### src/eeegl_pkg.sv
// Purpose: constants shared by the global energy-efficient-Ethernet configuration bank
// Assumes: 100 MHz core clock, byte-wide indirect register access path
// Notes:   offsets, reset values and the idle-wait step are held here
`default_nettype none

package eeegl_pkg;

	// ==========================================================
	// directly addressed registers
	localparam logic [7:0] ADDR_IND_CTRL    = 8'h6E;
	localparam logic [7:0] ADDR_IND_OFFSET  = 8'h6F;
	localparam logic [7:0] ADDR_IND_DATA    = 8'hA0;

	// ==========================================================
	// indirect control byte fields
	localparam int         TABLE_SEL_MSB    = 7;
	localparam int         TABLE_SEL_LSB    = 5;
	localparam logic [2:0] TABLE_SEL_EEE    = 3'h1;
	localparam int         SCOPE_MSB        = 3;
	localparam logic [3:0] SCOPE_GLOBAL     = 4'h0;

	// ==========================================================
	// global register byte offsets
	localparam logic [7:0] OFF_WAIT_HI      = 8'h32;
	localparam logic [7:0] OFF_WAIT_LO      = 8'h33;
	localparam logic [7:0] OFF_DIAG_HI      = 8'h34;
	localparam logic [7:0] OFF_DIAG_LO      = 8'h35;

	// ==========================================================
	// reset values
	localparam logic [7:0]  IND_CTRL_RESET  = 8'h00;
	localparam logic [7:0]  IND_OFF_RESET   = 8'h00;
	localparam logic [15:0] WAIT_RESET      = 16'h0010;
	localparam logic [11:0] DIAG_FIXED_BITS = 12'h680; // bits 15:4, read only
	localparam logic [3:0]  NEXT_PAGE_RESET = 4'hF;
	localparam int          NUM_PORTS       = 4;

	// ==========================================================
	// idle-wait step in ns and in clock cycles
	localparam int          CLOCK_PERIOD_NS = 10;
	localparam int          WAIT_STEP_NS    = 1300000;
	localparam int          WAIT_STEP_CYC   = WAIT_STEP_NS / CLOCK_PERIOD_NS;
	localparam int          STEP_CNT_W      = 24;

endpackage : eeegl_pkg

`default_nettype wire

### src/eeegl_idle_wait.sv
// Purpose: per-port idle-wait counter producing the low power idle request
// Assumes: i_tick is a one-cycle pulse once per wait step
// Notes:   count saturates, so very long idle periods keep the request up
`default_nettype none

module eeegl_idle_wait (
	input  wire logic        i_clock,
	input  wire logic        i_sys_rst,
	input  wire logic        i_clk_en,
	input  wire logic        i_tick,
	input  wire logic        i_enable,
	input  wire logic        i_empty,
	input  wire logic        i_push,
	input  wire logic [15:0] i_wait,
	output logic             o_lpi_req
);

	logic [16:0] count_reg;
	logic [16:0] count_next;
	logic        req_reg;
	logic        req_next;

	// ==========================================================
	// count steps while empty, restart on any frame
	always_comb begin
		count_next = count_reg;
		if (!i_enable || !i_empty || i_push) begin
			count_next = 17'h00000;
		end else if (i_tick && (count_reg != 17'h1FFFF)) begin
			count_next = count_reg + 17'h00001;
		end
		req_next = i_enable && i_empty && !i_push && (count_next > {1'b0, i_wait});
	end

	// registers
	always_ff @(posedge i_clock) begin
		if (i_sys_rst) begin
			count_reg <= 17'h00000;
			req_reg   <= 1'b0;
		end else if (i_clk_en) begin
			count_reg <= count_next;
			req_reg   <= req_next;
		end
	end

	assign o_lpi_req = req_reg;

endmodule : eeegl_idle_wait

`default_nettype wire

### src/eeegl_global_cfg.sv
// Purpose: global energy-efficient-Ethernet configuration bank behind the indirect path
// Assumes: byte register port synchronous to i_clock, one access per strobe cycle
// Notes:   read data appears one cycle after the read strobe, with o_reg_rvalid
`default_nettype none

module eeegl_global_cfg #(
	parameter int WAIT_STEP_CYCLES = eeegl_pkg::WAIT_STEP_CYC
) (
	input  wire logic        i_clock,
	input  wire logic        i_sys_rst,
	input  wire logic        i_clk_en,
	input  wire logic [7:0]  i_reg_addr,
	input  wire logic [7:0]  i_reg_wdata,
	input  wire logic        i_reg_wr,
	input  wire logic        i_reg_rd,
	output logic      [7:0]  o_reg_rdata,
	output logic             o_reg_rvalid,
	input  wire logic [3:0]  i_eee_100_en,
	input  wire logic [3:0]  i_txq_empty,
	input  wire logic [3:0]  i_txq_push,
	output logic      [3:0]  o_lpi_req,
	output logic      [15:0] o_wait_time,
	output logic      [3:0]  o_next_page_en
);

	// ==========================================================
	// state
	logic [7:0]  ind_ctrl_reg;
	logic [7:0]  ind_ctrl_next;
	logic [7:0]  ind_off_reg;
	logic [7:0]  ind_off_next;
	logic [15:0] wait_reg;
	logic [15:0] wait_next;
	logic [3:0]  next_page_reg;
	logic [3:0]  next_page_next;
	logic [7:0]  rdata_reg;
	logic [7:0]  rdata_next;
	logic        rvalid_reg;
	logic        rvalid_next;
	logic [eeegl_pkg::STEP_CNT_W-1:0] step_cnt_reg;
	logic [eeegl_pkg::STEP_CNT_W-1:0] step_cnt_next;
	logic        tick_reg;
	logic        tick_next;

	// decode helpers
	logic        space_hit;
	logic        data_sel;
	logic [7:0]  ind_rbyte;
	logic [15:0] diag_value;
	logic [eeegl_pkg::STEP_CNT_W-1:0] step_last;

	// ==========================================================
	// indirect decode
	// only the EEE table with the global scope reaches this bank
	assign space_hit = (ind_ctrl_reg[eeegl_pkg::TABLE_SEL_MSB:eeegl_pkg::TABLE_SEL_LSB]
			== eeegl_pkg::TABLE_SEL_EEE)
		&& (ind_ctrl_reg[eeegl_pkg::SCOPE_MSB:0] == eeegl_pkg::SCOPE_GLOBAL);
	assign data_sel  = (i_reg_addr == eeegl_pkg::ADDR_IND_DATA);

	// full view of the diagnostic register, reserved bits fixed
	assign diag_value = {eeegl_pkg::DIAG_FIXED_BITS, next_page_reg};

	// byte picked by the indirect offset
	always_comb begin
		ind_rbyte = 8'h00;
		if (space_hit) begin
			unique case (ind_off_reg)
				eeegl_pkg::OFF_WAIT_HI: begin
					ind_rbyte = wait_reg[15:8];
				end
				eeegl_pkg::OFF_WAIT_LO: begin
					ind_rbyte = wait_reg[7:0];
				end
				eeegl_pkg::OFF_DIAG_HI: begin
					ind_rbyte = diag_value[15:8];
				end
				eeegl_pkg::OFF_DIAG_LO: begin
					ind_rbyte = diag_value[7:0];
				end
				default: begin
					ind_rbyte = 8'h00; // other offsets read as zero
				end
			endcase
		end
	end

	// ==========================================================
	// register writes
	always_comb begin
		ind_ctrl_next  = ind_ctrl_reg;
		ind_off_next   = ind_off_reg;
		wait_next      = wait_reg;
		next_page_next = next_page_reg;
		if (i_reg_wr) begin
			if (i_reg_addr == eeegl_pkg::ADDR_IND_CTRL) begin
				ind_ctrl_next = i_reg_wdata;
			end
			if (i_reg_addr == eeegl_pkg::ADDR_IND_OFFSET) begin
				ind_off_next = i_reg_wdata;
			end
			if (data_sel && space_hit) begin
				if (ind_off_reg == eeegl_pkg::OFF_WAIT_HI) begin
					wait_next[15:8] = i_reg_wdata;
				end
				if (ind_off_reg == eeegl_pkg::OFF_WAIT_LO) begin
					wait_next[7:0] = i_reg_wdata;
				end
				if (ind_off_reg == eeegl_pkg::OFF_DIAG_LO) begin
					next_page_next = i_reg_wdata[3:0];
				end
			end
		end
	end

	// configuration registers
	always_ff @(posedge i_clock) begin
		if (i_sys_rst) begin
			ind_ctrl_reg  <= eeegl_pkg::IND_CTRL_RESET;
			ind_off_reg   <= eeegl_pkg::IND_OFF_RESET;
			wait_reg      <= eeegl_pkg::WAIT_RESET;
			next_page_reg <= eeegl_pkg::NEXT_PAGE_RESET;
		end else if (i_clk_en) begin
			ind_ctrl_reg  <= ind_ctrl_next;
			ind_off_reg   <= ind_off_next;
			wait_reg      <= wait_next;
			next_page_reg <= next_page_next;
		end
	end

	// ==========================================================
	// register reads
	// direct registers read back, the data byte returns the addressed byte
	always_comb begin
		rdata_next  = rdata_reg;
		rvalid_next = 1'b0;
		if (i_reg_rd) begin
			rvalid_next = 1'b1;
			unique case (i_reg_addr)
				eeegl_pkg::ADDR_IND_CTRL: begin
					rdata_next = ind_ctrl_reg;
				end
				eeegl_pkg::ADDR_IND_OFFSET: begin
					rdata_next = ind_off_reg;
				end
				eeegl_pkg::ADDR_IND_DATA: begin
					rdata_next = ind_rbyte;
				end
				default: begin
					rdata_next = 8'h00; // unmapped address
				end
			endcase
		end
	end

	// read data registers
	always_ff @(posedge i_clock) begin
		if (i_sys_rst) begin
			rdata_reg  <= 8'h00;
			rvalid_reg <= 1'b0;
		end else if (i_clk_en) begin
			rdata_reg  <= rdata_next;
			rvalid_reg <= rvalid_next;
		end
	end

	// ==========================================================
	// wait step prescaler
	// one shared tick per 1.3 ms step serves all ports
	assign step_last = eeegl_pkg::STEP_CNT_W'(WAIT_STEP_CYCLES - 1);

	always_comb begin
		step_cnt_next = step_cnt_reg + {{(eeegl_pkg::STEP_CNT_W-1){1'b0}}, 1'b1};
		tick_next     = 1'b0;
		if (step_cnt_reg >= step_last) begin
			step_cnt_next = '0;
			tick_next     = 1'b1;
		end
	end

	// prescaler registers
	always_ff @(posedge i_clock) begin
		if (i_sys_rst) begin
			step_cnt_reg <= '0;
			tick_reg     <= 1'b0;
		end else if (i_clk_en) begin
			step_cnt_reg <= step_cnt_next;
			tick_reg     <= tick_next;
		end
	end

	// ==========================================================
	// per-port idle-wait counters
	// every port sees the same global wait time
	genvar port_idx;
	generate
		for (port_idx = 0; port_idx < eeegl_pkg::NUM_PORTS; port_idx++) begin : g_port
			eeegl_idle_wait u_idle_wait (
				.i_clock   (i_clock),
				.i_sys_rst (i_sys_rst),
				.i_clk_en  (i_clk_en),
				.i_tick    (tick_reg),
				.i_enable  (i_eee_100_en[port_idx]),
				.i_empty   (i_txq_empty[port_idx]),
				.i_push    (i_txq_push[port_idx]),
				.i_wait    (wait_reg),
				.o_lpi_req (o_lpi_req[port_idx])
			);
		end
	endgenerate

	// ==========================================================
	// outputs
	assign o_reg_rdata    = rdata_reg;
	assign o_reg_rvalid   = rvalid_reg;
	assign o_wait_time    = wait_reg;
	assign o_next_page_en = next_page_reg;

endmodule : eeegl_global_cfg

`default_nettype wire

### config.mk
export PLATFORM = sky130hd
export DESIGN_NAME = eeegl_global_cfg
export DESIGN_NICKNAME = d
export VERILOG_FILES = /design/src/eeegl_pkg.sv /design/src/eeegl_idle_wait.sv /design/src/eeegl_global_cfg.sv
export SDC_FILE = /design/constraint.sdc
export NUM_CORES = 1
export LEC_CHECK = 0
export BUFFER_PORTS_ARGS = -buffer_cell sky130_fd_sc_hd__buf_4
export CAP_MARGIN = 20
export CELL_PAD_IN_SITES_DETAIL_PLACEMENT = 2
export CELL_PAD_IN_SITES_GLOBAL_PLACEMENT = 2
export CORE_MARGIN = 2
export CORE_UTILIZATION = 40
export DETAILED_ROUTE_END_ITERATION = 7
export PLACE_DENSITY_LB_ADDON = 0.05
export SYNTH_ARGS = -nofsm -noshare
export SYNTH_HDL_FRONTEND = slang
export SYNTH_SLANG_ARGS = --single-unit
### constraint.sdc
create_clock -name i_clock -period 10.4 [get_ports i_clock]
set_input_delay 1.56 -clock i_clock [delete_from_list [all_inputs] [get_ports i_clock]]
set_output_delay 1.56 -clock i_clock [all_outputs]
set_load 0.05 [all_outputs]
---- Yosys cells after proc, flatten, opt, wreduce, memory -nomap -nowiden ----
Cells that the tools add are included.
cells by class
  add/sub/neg operators ................... 5
  order comparisons ....................... 5
  equal/unequal tests ..................... 12
  mux-type cells .......................... 14
  reduce and logical (&&, ||, !) cells .... 45
operators by type and width
  operator                                                                 count
  17-bit 2-to-1 mux                                                        8
  17-bit by 1-bit adder with 17-bit output, second input constant          4
  17-bit by 16-bit > comparator with 1-bit output                          4
  17-bit != test, second input constant                                    4
  8-bit by 6-bit == test with 1-bit output, second input constant          4
  8-bit case mux with 4 select lines                                       1
  24-bit by 1-bit adder with 24-bit output, second input constant          1
  24-bit by 17-bit >= comparator with 1-bit output, second input constant  1
  24-bit 2-to-1 mux                                                        1
  8-bit case mux with 3 select lines                                       1
  1-bit logical AND                                                        18
  8-bit by 7-bit == test with 1-bit output, second input constant          2
  1-bit zero test                                                          12
  4-bit AND reduction                                                      3
  8-bit == test, second input constant                                     1
  1-bit logical OR                                                         8
  8-bit 2-to-1 mux                                                         1
  3-bit AND reduction                                                      2
  4-bit zero test                                                          1
  3-bit by 1-bit == test with 1-bit output, second input constant          1
  1-bit 2-to-1 mux                                                         2
  2-bit AND reduction                                                      1
word-level totals
  register bits after elaboration ......... 142
  input port bits ......................... 33
  output and inout bits ................... 33
  word-level logic and storage cells ...... 98

---- Longest topological paths before layout ----
  depth in word-level cells ............... 6
  mapped depth ............................ 16
  gate-level depth less buffers ........... 15

---- Cells and area by module ----
A second synthesis with hierarchy kept.
second synthesis, totals
  cells, all modules ...................... 1231
  area total of the unflattened synthesis .. 9629.2 µm²
by module, submodules not included
  module            instances  cells each  area an instance (µm²)  sequential area each (µm²)
  eeegl_idle_wait   4          216         1607.8                  360.3
  eeegl_global_cfg  1          367         3198.1                  1401.3

---- Worst setup path before layout ----
No wires, ideal clock.
  kind .................................... input -> register
  start point ............................. input port i_txq_push[1]
  end point ............................... register g_port[1].u_idle_wait.req_reg
  library setup time ...................... 0.130 ns
  data arrival time ....................... 3.712 ns
  data required time ...................... 10.270 ns
  setup slack ............................. 6.557 ns
  stages on the path ...................... 10
  path buffers ............................ 2
  cell sequence ........................... nand3b_1 > clkbuf_1 > clkbuf_1 > nor2_1 > ha_1 > nand4_1 > or4_1 > nor3b_1 > a221oi_1 > o31ai_1
on the way
  longest elaborated chain between the ends .. 4
  elaborated cells between the ends (all ways) .. 6
  those cells by class .................... order compare (1); mux (1); reduce/logical (4)
ends and longest elaborated chain
  item                                             line                    RTL
  start, declared                                  eeegl_global_cfg.sv:20  input wire logic [3:0] i_txq_push,
  1-bit logical OR                                 eeegl_idle_wait.sv:27   if (!i_enable || !i_empty || i_push) begin
  17-bit 2-to-1 mux                                eeegl_idle_wait.sv:27
  net g_port[1].u_idle_wait.count_next[8]          eeegl_idle_wait.sv:19   logic [16:0] count_next;
  17-bit by 16-bit > comparator with 1-bit output  eeegl_idle_wait.sv:32   req_next = i_enable && i_empty && !i_push && (count_next > {1'b0, i_wait});
  1-bit logical AND                                eeegl_idle_wait.sv:32
  end signal, assigned                             eeegl_idle_wait.sv:42   req_reg <= req_next;
  end, declared                                    eeegl_idle_wait.sv:20   logic req_reg;
The timed path passes the listed nets, and every way through them passes these cells.
A chain may end at the register's enable or synchronous reset.

---- Worst setup path in the final report ----
  start point ............................. register g_port[1].u_idle_wait.count_reg[9]
  end point ............................... register g_port[1].u_idle_wait.req_reg
on the way
  longest elaborated chain between the ends .. 6
  elaborated cells between the ends (all ways) .. 7
  those cells by class .................... add/sub (1); order compare (1); eq/ne (1); mux (2); reduce/logical (2)
ends and longest elaborated chain
  item                                                                              line                   RTL
  start, declared                                                                   eeegl_idle_wait.sv:18  logic [16:0] count_reg;
  start signal, assigned                                                            eeegl_idle_wait.sv:41  count_reg <= count_next;
  branches (longest 2 deep; another with 17-bit by 1-bit adder with 17-bit output)  n/a
  17-bit 2-to-1 mux *                                                               eeegl_idle_wait.sv:29  end else if (i_tick && (count_reg != 17'h1FFFF)) begin
  17-bit 2-to-1 mux *                                                               eeegl_idle_wait.sv:27
  net g_port[1].u_idle_wait.count_next[14]                                          eeegl_idle_wait.sv:19
  17-bit by 16-bit > comparator with 1-bit output *                                 eeegl_idle_wait.sv:32
  1-bit logical AND *                                                               eeegl_idle_wait.sv:32
Mark *: on every way through the listed nets, which the timed path passes.

==> impl_metrics.csv <==
group,metric,value,unit
setup_path,cp_max_fo,10,
setup_path,startpoint,"g_port[1].u_idle_wait.count_reg[9]",
clock_network,cts_tree,"yes",
floorplanning,initial_core_util,0.4085,
floorplanning,die-area,0.02443,mm^2
floorplanning,dieWidth,156.3,um
synthesis,synth_edf_count,0,
synthesis,synthesis.area,0.009278,mm^2
clock_network,htree_levels,4,
setup_path,crit_type,"flop to flop",
pwr,ir_drop,0.1094,mV
clock_network,cts_made_buffers,17,
route,viasPerCell,5.921,
setup_path,r2r_end,"g_port[1].u_idle_wait.o_lpi_req",
sta,final_hold_viol_count,0,
setup_path,rr_worst_depth,15,
pwr,leakage,3.931,nW
route,drt_iter0_drc,382,
clock_network,hold_buffers,0,
layout,fillCellCount,2583,
worst_hold_path,hold_start,"o_reg_rdata[5]",
synthesis,synth_ff_type,"dfxtp_1",
setup_path,crit_top_cell,"ha_1",
sta,setup_viol,0,
clock_network,clockBufferDepth,2,
sta,clock_skew,0.01518,ns
worst_hold_path,hold-path-cell-count,1,
setup_path,path_cells,"and4_1, nand3_1, nor4_1, ha_1, nand3b_1, nor3_2, and3_1, xnor2_1, nor2_1, ha_1, nand4_1, or4_1, nor3b_1, a221oi_1, o31ai_1",
layout,utilization,0.4624,
clock_network,clock-sinks,142,
global_routing,overflow,0,
clock_network,cts_root_buffer,"clkbuf_16",
clock_network,cts_setup_buffers,0,
clock_network,clk_pin_slew,0.07,ns
synthesis,synthTopCellsByCount,"149 x nor2_1, 142 x dfxtp_1, 98 x a21oi_1",
synthesis,ys_async_sr_fraction,0,
synthesis,yosys.area.top_type,"dfxtp_1",
sta,fin_crit_sh,0.3950,
global_routing,grt_pass1_vias,9215,
synthesis,synth.most_common_cell,"nor2_1",
worst_hold_path,hp-class,"flop to flop",
synthesis,synthTopCellsByArea,"dfxtp_1 31%, ha_1 9.8%, mux2i_1 7.0%",
floorplanning,ios,66,
synthesis,synth_top_area_frac,0.3064,
floorplanning,die_y,156.3,um
floorplanning,core_area,0.02271,mm^2
setup_path,critPathLaunchType,"flop",
setup_path,r2r_slack,6.29,ns
layout,largest_register_ffs,68,
route,wl_per_cell,21.46,um
setup_path,rr_startpoint,"g_port[1].u_idle_wait.count_reg[9]",
sta,slew_viol_final,0,
job,maxCapViolCount,0,
synthesis,yosys_warnings,0,
pwr,power_per_cell_area,120.7,mW/mm^2
worst_hold_path,whs_endpoint,"o_reg_rdata[5]",
clock_network,ctsResizeCount,0,
setup_path,worstPathArrival,4.41,ns
sta,min_period,4.108,ns
synthesis,avgSynthCellArea,8.089,um^2
sta,fmax,0.2434,GHz
floorplanning,row_count,55,
global_routing,antenna_found_initial,0,
sta,tightest_slew,0.9508,ns
route,drt_wl_total,31590,um
route,ant_nets,0,
route,vias,8716,
synthesis,ys_ff_latch,142,
layout,nNetsFinal,1280,
layout,area_delta_synth_final,13.19,%
global_routing,grt.total_usage,0.2658,
setup_path,critPathRequiredTime,10.70,ns
placement,place_inst,1440,
sta,fin_tns_setup,0,ns
synthesis,ys_seq_area_frac,0.3064,
layout,drive_gt1_frac,0.1112,
sta,slew-limit-headroom,0.3622,
synthesis,syn_nets,1253,
placement,port_buffers,65,
setup_path,crit_path_top_delay_cell,"or4_1",
global_routing,grt_max_degree,62,
layout,insertedDiodeCount,0,
layout,final_cells,1472,
placement,hpwl,21770,um
synthesis,synth_cell_type_count,74,
setup_path,crit_path_end_kind,"flop",
route,first_pass_iters,4,
route,drc,0,
global_routing,grt_pass1_wl,50960,um
setup_path,cpPeakStageDelay,0.55,ns
run_status,status,"finished clean",
clock_network,clkLatencyLatePin,0.43,ns
synthesis,synth_cells,1147,
sta,rsz0062_at_grt,"no",
sta,hold_ws,0.4891,ns
placement,gp_congestion,0.7849,
[worst max path at each step]
stage | end | slack [ns]
after CTS | g_port[1].u_idle_wait.o_lpi_req | 6.25
final | g_port[1].u_idle_wait.o_lpi_req | 6.29
after global placement | g_port[0].u_idle_wait.o_lpi_req | 6.30
after floorplan | g_port[1].u_idle_wait.o_lpi_req | 6.56
after global routing | g_port[1].u_idle_wait.o_lpi_req | 5.88
after detailed placement | g_port[0].u_idle_wait.o_lpi_req | 6.18
[layout by cell type, fill, tap and decap left out, types with 6 or more instances in the layout]
cell type    n
o21ai_0     62
nand3_1     36
nand2_1     69
o22ai_1      7
and3_1       7
mux2i_1     65
ha_1        73
inv_1       39
buf_4       71
nand3b_1     9
nor2b_1      9
a21o_1       6
xnor2_1     43
nor4_1      12
xor2_1      19
o31ai_1      9
nor3_1      38
and4_1      15
nor2_1     149
or4_1        9
dfxtp_1    142
a32o_1       8
a31oi_1      9
nand4_1     25
or2_2        7
clkbuf_16   17
a21oi_1     98
or3_1       31
[layer usage]
metal | vias up | global-route usage | part of all wire
met5 | - | 0 | 0
met4 | 0 | 0.07907 | 0.020
met3 | 43 | 0.03683 | 0.025
met2 | 122 | 0.4590 | 0.49
met1 | 4341 | 0.3449 | 0.47
li1 | 4210 | - | -
[metrics by stage]
step,setup slack [ns],total power (W),cell area [um^2]
floorplan,6.557,0.0005952,9278
global placement,6.295,0.0006205,9892
detailed placement,6.180,0.0006214,9892
CTS,6.253,0.001281,10500
global route,5.879,0.001307,10500
finish,6.292,0.001268,10500
[logic make-up (layout without fill, tap and decap cells)]
| logic type | after synthesis | count (layout) | share of synthesized area |
|---|---|---|---|
| simple gates | 456 | 456 | 0.2592 |
| compound gates | 244 | 244 | 0.1598 |
| flops | 142 | 142 | 0.3064 |
| buf+inv | 104 | 144 | 0.04626 |
| fa+ha+maj | 73 | 73 | 0.09845 |
| mux | 66 | 66 | 0.07134 |
| xor+xnor | 62 | 62 | 0.05853 |
[critical path, delay by kind of cell, from the launching register on]
| kind | cells | cell delay [ns] |
|---|---|---|
| XOR/XNOR | 1 | 0.16 |
| flip-flops | 1 | 0.53 |
| AND/OR/NAND/NOR | 10 | 2.30 |
| AO/OA/AOI/OAI | 2 | 0.45 |
| adder cells (fa/ha/maj) | 2 | 0.53 |
[layout make-up]
type	instances	area [um^2]	area share
clock buffers	18	439.2	0.04182
multi-input cells	901	6006	0.5719
clock inverters	14	170.2	0.01620
repair buffers	71	533.0	0.05076
inverters	41	153.9	0.01466
well taps	285	356.6	0.03396
flip-flops and latches	142	2843	0.2707
[where the power goes]
part / internal [W] / leakage [nW] / switching, W / total (W)
registers: 0.000545 / 1.14 / 0.00000252 / 0.000547
clock network: 0.000370 / 0.288 / 0.000289 / 0.000658
logic: 0.0000193 / 2.50 / 0.0000425 / 0.0000618
Power figures use the tool's default switching activity.
